**config.mk**
```make
export PLATFORM = sky130hd
export DESIGN_NAME = adc_power_mode_sequencer_flat
export DESIGN_NICKNAME = d
export VERILOG_FILES = /design/src/adc_seq_pkg.sv /design/src/adc_link_if.sv /design/src/adc_power_mode_sequencer.sv /design/src/flat_wrapper.sv
export SDC_FILE = /design/constraint.sdc
export NUM_CORES = 1
export LEC_CHECK = 0
export BUFFER_PORTS_ARGS = -buffer_cell sky130_fd_sc_hd__buf_2
export CORE_ASPECT_RATIO = 0.6
export CORE_UTILIZATION = 45
export DETAILED_ROUTE_END_ITERATION = 8
export PLACE_DENSITY_LB_ADDON = 0.2
export RECOVER_POWER = 50
export REMOVE_ABC_BUFFERS = 1
export SLEW_MARGIN = 0
export SYNTH_ARGS = -nofsm -noshare
export SYNTH_HDL_FRONTEND = slang
export SYNTH_SLANG_ARGS = --single-unit
```
**constraint.sdc**
```tcl
create_clock -name ref_clk -period 3.21 [get_ports ref_clk]
set_input_delay 0.1605 -clock ref_clk [delete_from_list [all_inputs] [get_ports ref_clk]]
set_output_delay 0.1605 -clock ref_clk [all_outputs]
set_load 0.01 [all_outputs]
```
**src/adc_seq_pkg.sv**
```systemverilog
/*
  constants, modes and timing for the converter sequencer and its host.
  assumes one clock, ref_clk at 125 MHz, shared by both ends.
*/
package adc_seq_pkg;
  // ********************************
  // frame layout
  // ********************************
  localparam int FRAME_BITS = 16;
  localparam int RESULT_BITS = 12;
  localparam int LEAD_ZEROS = 4;
  localparam int CNT_W = 5;
  localparam logic [CNT_W-1:0] PD_EDGE = 5'h02;
  localparam logic [CNT_W-1:0] KEEP_EDGE = 5'h0a;
  localparam logic [CNT_W-1:0] TRACK_RISE = 5'h0d;
  localparam logic [CNT_W-1:0] LAST_EDGE = 5'h10;
  localparam logic [CNT_W-1:0] CNT_ZERO = 5'h00;
  localparam logic [CNT_W-1:0] CNT_ONE = 5'h01;
  localparam logic [LEAD_ZEROS-1:0] LEAD_VAL = 4'h0;
  // ********************************
  // timing
  // ********************************
  localparam int CLK_PERIOD_NS = 8;
  localparam int QUIET_NS = 60;
  localparam int FULL_WAKE_INTERVAL_NS = 1000;
  localparam int QUIET_CYCLES = (QUIET_NS + CLK_PERIOD_NS - 1) / CLK_PERIOD_NS;
  localparam int WAKE_CYCLES =
    (FULL_WAKE_INTERVAL_NS + CLK_PERIOD_NS - 1) / CLK_PERIOD_NS;
  localparam int SCLK_HALF = 4;
  localparam int TMR_W = 16;
  // ********************************
  // types
  // ********************************
  typedef enum logic [1:0] {
    MODE_NORMAL,
    MODE_PARTIAL_PD,
    MODE_FULL_PD
  } power_mode_t;
  typedef enum logic [1:0] {
    WIN_GLITCH,
    WIN_POWER_DOWN,
    WIN_KEEP
  } release_win_t;
endpackage
```
**src/adc_link_if.sv**
```systemverilog
/*
  serial link between converter and host: select, clock, data with enable.
  assumes the testbench resolves the shared data wire from sdo_oe.
*/
`timescale 1ns/1ps
interface adc_link_if;
  // ********************************
  // link signals
  // ********************************
  logic cs_n;
  logic sclk;
  logic sdo;
  logic sdo_oe;
  modport device (
    input cs_n,
    input sclk,
    output sdo,
    output sdo_oe
  );
  modport host (
    output cs_n,
    output sclk,
    input sdo,
    input sdo_oe
  );
endinterface

```
**src/adc_power_mode_sequencer.sv**
```systemverilog
/*
  converter end: frame counting, mode choice, result shifter, data enable.
  assumes cs_n and sclk arrive as pins and are synchronised here.
*/
// Overview of operation
// - select fall samples input, starts frame
// - host holds select past tenth edge
// - release edges ten to sixteen aborts, stays powered
// - sixteen clocks convert and read out
// - host waits quiet time after three-state
// - serial clock may idle high or low; select idles high (here the host idles sclk high and the checker flags a low idle clock)
// - normal, release two to ten: partial down
// - normal, release before two: stay normal
// - dummy frame held past ten powers up
// - dummy output invalid, powered after sixteen
// - partial, release before two: stay partial
// - partial, release two to ten: full down
// - three modes, chosen by release point
// - four zeros then twelve bits msb first
// - tracking resumes at thirteenth rising edge
// - host waits wake interval after full down
`timescale 1ns/1ps
module adc_power_mode_sequencer #(
  parameter int WAKE_CYCLES = adc_seq_pkg::WAKE_CYCLES
) (
  // clock and reset
  input wire logic ref_clk,
  input wire logic rst_n,
  // link
  adc_link_if.device link,
  // converter side
  input wire logic [adc_seq_pkg::RESULT_BITS-1:0] analog_code,
  output adc_seq_pkg::power_mode_t power_mode,
  output logic powering_up,
  output logic fully_powered,
  output logic tracking,
  output logic dummy_frame,
  output logic conv_done
);
  // ********************************
  // release window decode
  // ********************************
  function automatic adc_seq_pkg::release_win_t classify(
    input logic [adc_seq_pkg::CNT_W-1:0] cnt
  );
    if (cnt < adc_seq_pkg::PD_EDGE) begin
      classify = adc_seq_pkg::WIN_GLITCH;
    end else if (cnt < adc_seq_pkg::KEEP_EDGE) begin
      classify = adc_seq_pkg::WIN_POWER_DOWN;
    end else begin
      classify = adc_seq_pkg::WIN_KEEP;
    end
  endfunction

  // ********************************
  // pin synchronisers
  // ********************************
  logic cs_s1_r;
  logic cs_s2_r;
  logic cs_s3_r;
  logic sclk_s1_r;
  logic sclk_s2_r;
  logic sclk_s3_r;
  always_ff @(posedge ref_clk) begin
    if (!rst_n) begin
      cs_s1_r <= 1'b1;
      cs_s2_r <= 1'b1;
      cs_s3_r <= 1'b1;
      sclk_s1_r <= 1'b1;
      sclk_s2_r <= 1'b1;
      sclk_s3_r <= 1'b1;
    end else begin
      cs_s1_r <= link.cs_n;
      cs_s2_r <= cs_s1_r;
      cs_s3_r <= cs_s2_r;
      sclk_s1_r <= link.sclk;
      sclk_s2_r <= sclk_s1_r;
      sclk_s3_r <= sclk_s2_r;
    end
  end

  logic cs_fall;
  logic cs_rise;
  logic sclk_fall;
  logic sclk_rise;
  logic in_frame;
  assign cs_fall = cs_s3_r & ~cs_s2_r;
  assign cs_rise = ~cs_s3_r & cs_s2_r;
  assign in_frame = ~cs_s2_r & ~cs_s3_r;
  assign sclk_fall = in_frame & sclk_s3_r & ~sclk_s2_r;
  assign sclk_rise = in_frame & ~sclk_s3_r & sclk_s2_r;

  // ********************************
  // edge counters
  // ********************************
  logic [adc_seq_pkg::CNT_W-1:0] fall_cnt_r;
  logic [adc_seq_pkg::CNT_W-1:0] rise_cnt_r;
  logic last_fall;
  assign last_fall = sclk_fall && (fall_cnt_r == adc_seq_pkg::LAST_EDGE - adc_seq_pkg::CNT_ONE);
  always_ff @(posedge ref_clk) begin
    if (!rst_n) begin
      fall_cnt_r <= adc_seq_pkg::CNT_ZERO;
    end else if (cs_fall) begin
      fall_cnt_r <= adc_seq_pkg::CNT_ZERO;
    end else if (sclk_fall && fall_cnt_r < adc_seq_pkg::LAST_EDGE) begin
      fall_cnt_r <= fall_cnt_r + adc_seq_pkg::CNT_ONE;
    end
  end
  always_ff @(posedge ref_clk) begin
    if (!rst_n) begin
      rise_cnt_r <= adc_seq_pkg::CNT_ZERO;
    end else if (cs_fall) begin
      rise_cnt_r <= adc_seq_pkg::CNT_ZERO;
    end else if (sclk_rise && rise_cnt_r < adc_seq_pkg::LAST_EDGE) begin
      rise_cnt_r <= rise_cnt_r + adc_seq_pkg::CNT_ONE;
    end
  end

  // ********************************
  // result shifter and data enable
  // ********************************
  logic [adc_seq_pkg::FRAME_BITS-1:0] shift_r;
  logic oe_r;
  always_ff @(posedge ref_clk) begin
    if (!rst_n) begin
      shift_r <= '0;
    end else if (cs_fall) begin
      shift_r <= {adc_seq_pkg::LEAD_VAL, analog_code};
    end else if (sclk_fall && fall_cnt_r < adc_seq_pkg::LAST_EDGE) begin
      shift_r <= {shift_r[adc_seq_pkg::FRAME_BITS-2:0], 1'b0};
    end
  end
  always_ff @(posedge ref_clk) begin
    if (!rst_n) begin
      oe_r <= 1'b0;
    end else if (cs_rise) begin
      oe_r <= 1'b0;
    end else if (cs_fall) begin
      oe_r <= 1'b1;
    end else if (last_fall) begin
      oe_r <= 1'b0;
    end
  end
  assign link.sdo = shift_r[adc_seq_pkg::FRAME_BITS-1];
  assign link.sdo_oe = oe_r;

  // ********************************
  // conversion complete and tracking
  // ********************************
  logic dummy_r;
  logic done_r;
  logic track_r;
  always_ff @(posedge ref_clk) begin
    if (!rst_n) begin
      done_r <= 1'b0;
    end else begin
      done_r <= last_fall && !dummy_r;
    end
  end
  always_ff @(posedge ref_clk) begin
    if (!rst_n) begin
      track_r <= 1'b1;
    end else if (cs_fall) begin
      track_r <= 1'b0;
    end else if (sclk_rise && rise_cnt_r == adc_seq_pkg::TRACK_RISE - adc_seq_pkg::CNT_ONE) begin
      track_r <= 1'b1;
    end else if (cs_rise) begin
      track_r <= 1'b1;
    end
  end

  // ********************************
  // power mode
  // ********************************
  adc_seq_pkg::power_mode_t mode_r;
  adc_seq_pkg::power_mode_t mode_nxt;
  adc_seq_pkg::release_win_t win;
  assign win = classify(fall_cnt_r);
  always_comb begin
    mode_nxt = mode_r;
    if (cs_rise) begin
      unique case (mode_r)
        adc_seq_pkg::MODE_NORMAL: begin
          if (win == adc_seq_pkg::WIN_POWER_DOWN) begin
            mode_nxt = adc_seq_pkg::MODE_PARTIAL_PD;
          end
        end
        adc_seq_pkg::MODE_PARTIAL_PD: begin
          if (win == adc_seq_pkg::WIN_POWER_DOWN) begin
            mode_nxt = adc_seq_pkg::MODE_FULL_PD;
          end else if (win == adc_seq_pkg::WIN_KEEP) begin
            mode_nxt = adc_seq_pkg::MODE_NORMAL;
          end
        end
        adc_seq_pkg::MODE_FULL_PD: begin
          if (win == adc_seq_pkg::WIN_KEEP) begin
            mode_nxt = adc_seq_pkg::MODE_NORMAL;
          end
        end
        default: begin
          mode_nxt = adc_seq_pkg::MODE_NORMAL;
        end
      endcase
    end else if (last_fall && mode_r != adc_seq_pkg::MODE_NORMAL) begin
      mode_nxt = adc_seq_pkg::MODE_NORMAL;
    end
  end
  always_ff @(posedge ref_clk) begin
    if (!rst_n) begin
      mode_r <= adc_seq_pkg::MODE_NORMAL;
    end else begin
      mode_r <= mode_nxt;
    end
  end
  always_ff @(posedge ref_clk) begin
    if (!rst_n) begin
      dummy_r <= 1'b0;
    end else if (cs_fall) begin
      dummy_r <= mode_r != adc_seq_pkg::MODE_NORMAL;
    end
  end

  // ********************************
  // power-up progress and wake timer
  // ********************************
  logic powering_r;
  logic [adc_seq_pkg::TMR_W-1:0] wake_r;
  logic full_r;
  always_ff @(posedge ref_clk) begin
    if (!rst_n) begin
      powering_r <= 1'b0;
    end else if (cs_fall) begin
      powering_r <= mode_r != adc_seq_pkg::MODE_NORMAL;
    end else if (cs_rise || last_fall) begin
      powering_r <= 1'b0;
    end
  end
  always_ff @(posedge ref_clk) begin
    if (!rst_n) begin
      wake_r <= '0;
    end else if (cs_fall && mode_r == adc_seq_pkg::MODE_FULL_PD) begin
      wake_r <= adc_seq_pkg::TMR_W'(WAKE_CYCLES);
    end else if (cs_rise && mode_r == adc_seq_pkg::MODE_FULL_PD
                 && win != adc_seq_pkg::WIN_KEEP) begin
      wake_r <= '0;
    end else if (wake_r != '0) begin
      wake_r <= wake_r - adc_seq_pkg::TMR_W'(1);
    end
  end
  always_ff @(posedge ref_clk) begin
    if (!rst_n) begin
      full_r <= 1'b1;
    end else begin
      full_r <= mode_r == adc_seq_pkg::MODE_NORMAL && wake_r == '0;
    end
  end

  // ********************************
  // outputs
  // ********************************
  assign power_mode = mode_r;
  assign powering_up = powering_r;
  assign fully_powered = full_r;
  assign tracking = track_r;
  assign dummy_frame = dummy_r;
  assign conv_done = done_r;
endmodule

```
**src/flat_wrapper.sv**
```systemverilog
// flat-port wrapper written by rule: the top's interface ports become plain ports
module adc_power_mode_sequencer_flat 
#(
  parameter int WAKE_CYCLES = adc_seq_pkg::WAKE_CYCLES
)
  (ref_clk, rst_n, analog_code, power_mode, powering_up, fully_powered, tracking, dummy_frame, conv_done, link_cs_n, link_sclk, link_sdo, link_sdo_oe);
  adc_link_if link_i ();
  input wire logic ref_clk;
  input wire logic rst_n;
  input wire logic [adc_seq_pkg::RESULT_BITS-1:0] analog_code;
  output adc_seq_pkg::power_mode_t power_mode;
  output logic powering_up;
  output logic fully_powered;
  output logic tracking;
  output logic dummy_frame;
  output logic conv_done;
  input wire logic [$bits(link_i.cs_n)-1:0] link_cs_n;
  input wire logic [$bits(link_i.sclk)-1:0] link_sclk;
  output wire logic [$bits(link_i.sdo)-1:0] link_sdo;
  output wire logic [$bits(link_i.sdo_oe)-1:0] link_sdo_oe;
  assign link_i.cs_n = link_cs_n;
  assign link_i.sclk = link_sclk;
  assign link_sdo = link_i.sdo;
  assign link_sdo_oe = link_i.sdo_oe;
  adc_power_mode_sequencer #(.WAKE_CYCLES(WAKE_CYCLES)) u_core (.ref_clk(ref_clk), .rst_n(rst_n), .link(link_i), .analog_code(analog_code), .power_mode(power_mode), .powering_up(powering_up), .fully_powered(fully_powered), .tracking(tracking), .dummy_frame(dummy_frame), .conv_done(conv_done));
endmodule
```
==> summary.txt <==
Floorplan
  • Initial Util: 48.5%
  • Rows: 20
  • Die Footprint: 5970 um^2
  • IO Pins: 25
  • Core Region: 5260 um^2
  • Die W: 99.1 um
  • Die H: 60.3 um

Global routing
  • Vias in the first global route: 1,741
  • Initial antenna violation count: 0
  • First-pass GRT wire length: 8560 um
  • Gr ovfl total: 0
  • Largest net degree at the start of global routing: 29
  • Aggregate global-route resource usage: 18.6%

STA
  • Minimum clock period: 2.33 ns
  • Setup violators final: 0
  • Fin Setup TNS: 0 ns
  • Highest clock rate: 430 MHz
  • Slew Limit Fails: 0
  • Fin crit share: 72.4%
  • RSZ-0062 raised after global routing: false
  • Worst Skew: 0.0149 ns
  • Slew headroom: 22.6%
  • Fin worst setup slack: 0.884 ns
  • Slew @ Worst Pin: 1.16 ns
  • Hold Fails Final Rpt: 0

Routing
  • Drt via density: 5.62
  • Vias: 2,063
  • Router iterations before antenna repair: 5
  • Iteration-0 DRC Markers: 268
  • DRC: 0
  • Detail Route Antenna Nets: 0
  • Routed wire length: 5110 um
  • Routed WL per cell: 13.9 um

Run status
  • Status: finished clean

Finish
  • Synth-to-Final Area Change: 9.04%
  • Final nets: 322
  • ANT cells: 0
  • Finished Cell Area: 2780 um^2
  • Final design utilization: 52.8%
  • Layout cells sized above 1: 8.64%

Setup path
  • Crit-path leading delay family: buffers and inverters
  • Slowest-stage cell, CP: clkbuf_1
  • Max FO, Critical Path: 28
  • Worst-path cell chain: or2b_1 > clkbuf_1 > nand2_1 > a21oi_1
  • Crit path kind: reg -> reg
  • Worst Path Arrival: 2.56 ns
  • WP buf/inv: 1
  • Crit path capture type: flop
  • CP startpoint kind: flop
  • R2r setup slk: 0.88 ns
  • CP peak stage delay: 0.85 ns
  • CP Data Required Time: 3.45 ns

Yosys
  • Post-Syn Area: 2550 um^2
  • Leading area contributor after synthesis: dfxtp_1
  • Commonest cells post-synth: 56 x dfxtp_1, 34 x nor2_1, 19 x a21oi_1, 16 x mux2i_1
  • Cells after Synth: 280
  • Seq cells post-synth: 56
  • Syn avg cell area: 9.09 um^2
  • Register area share after synthesis: 44.0%
  • Synth top area share: 44.0%
  • Ys flop type: dfxtp_1
  • Most numerous cell in the Yosys netlist: dfxtp_1
  • EDFF count, synth: 0
  • Post-synthesis async set-or-reset flop share: 0%
  • YS warnings: 0
  • Synth top area cells: dfxtp_1 44%, mux2i_1 6.3%, nor2_1 5.0%, a21oi_1 3.7%, a211oi_1 3.5%
  • Synth unique cells: 47

Placement
  • Port bufs: 24
  • Detail Placement HPWL: 3520 um
  • Worst slack at placement: 1.03 ns
  • Placed cell areas: 2690 um^2
  • RePlAce Congestion: 0.787

Power
  • Leakage: 0.959 nW
  • Pwr dens: 719 nW/um^2
  • Worst IR Drop VDD: 0.259 mV
  • Overall Power: 2.00 mW

CTS
  • Postcts setup bufs: 0
  • Post-CTS sizing: 0
  • Clock Latency Late Sink: 0.31 ns
  • H-tree depth: 2
  • CTS buffer count: 5
  • Clk buf depth: 2
  • Clk pin slew, worst setup/hold paths: 0.10 ns
  • Clk Tree Root Cell: clkbuf_8
  • CTS tree: built
  • Hold_buf cts: 0
  • CTS Sinks: 56

Job
  • Maxcap violations: 0

Min path
  • Class of the worst hold path: in -> reg
cell families after synthesis:
kind of cell,synth area share [%]
AND/OR/NAND/NOR,25.0
multiplexers,6.29
flip-flops,44.0
AO/OA/AOI/OAI,14.8
XOR/XNOR,2.75
buffers and inverters,4.13
adder cells (fa/ha/maj),2.95
metal layers:
layer,global-route usage (%),wire [um],vias up
li1,-,-,1052
met1,29.7,2850,929
met2,23.5,1810,80
met3,4.56,428,2
met4,5.04,23,0
met5,0,0,-
sequential cells by signal (all words and copies together), names as in the netlist, 2 cells and up:
name	count
u_core.shift_r	16
u_core.wake_r	16
u_core.fall_cnt_r	5
u_core.rise_cnt_r	5
u_core.power_mode	2
through the flow:
stage                     std cells  hold slack (ns)
after floorplan                 268            0.232
after global placement          359            0.342
after detailed placement        359            0.346
after CTS                       367           0.0199
after global routing            367           0.0265
final                           367           0.0216
placed cells by master (no fill, tap or decap), types with 8 or more instances in the layout:
cell | netlist | routed
nor2_1 | 34 | 34
nand3_1 | 9 | 9
nand2b_1 | 8 | 8
nand2_1 | 12 | 12
mux2i_1 | 16 | 16
nor3_1 | 8 | 8
a21oi_1 | 19 | 19
clkbuf_1 | 6 | 12
buf_2 | 2 | 14
inv_1 | 9 | 9
a211oi_1 | 12 | 12
dfxtp_1 | 56 | 56
layout make-up:
cell class	count	area, um^2
Clock buffer	6	72.6
Clock inverter	2	35.0
Fill cell	498	2480
Inverter	9	33.8
Multi-Input combinational cell	203	1320
Sequential cell	56	1120
Tap cell	66	82.6
Timing Repair Buffer	25	111
where the power goes:
part | total [mW] | internal, mW | switching, mW
logic | 0.642 | 0.276 | 0.365
registers | 0.897 | 0.792 | 0.106
clock network | 0.458 | 0.232 | 0.226
total | 2.00 | 1.30 | 0.697
path summary, 6_finish.rpt:
path | endpoint | cells past startpoint | from
setup / recovery | u_core.rise_cnt_r[3] | 4 | u_core.cs_s2_r
hold / removal | u_core.sclk_s1_r | 2 | link_sclk
setup reg to reg | u_core.rise_cnt_r[3] | 4 | u_core.cs_s2_r
hold reg to reg | u_core.cs_s2_r | 1 | u_core.cs_s1_r
Note: power is estimated with default switching activity, not from simulation.
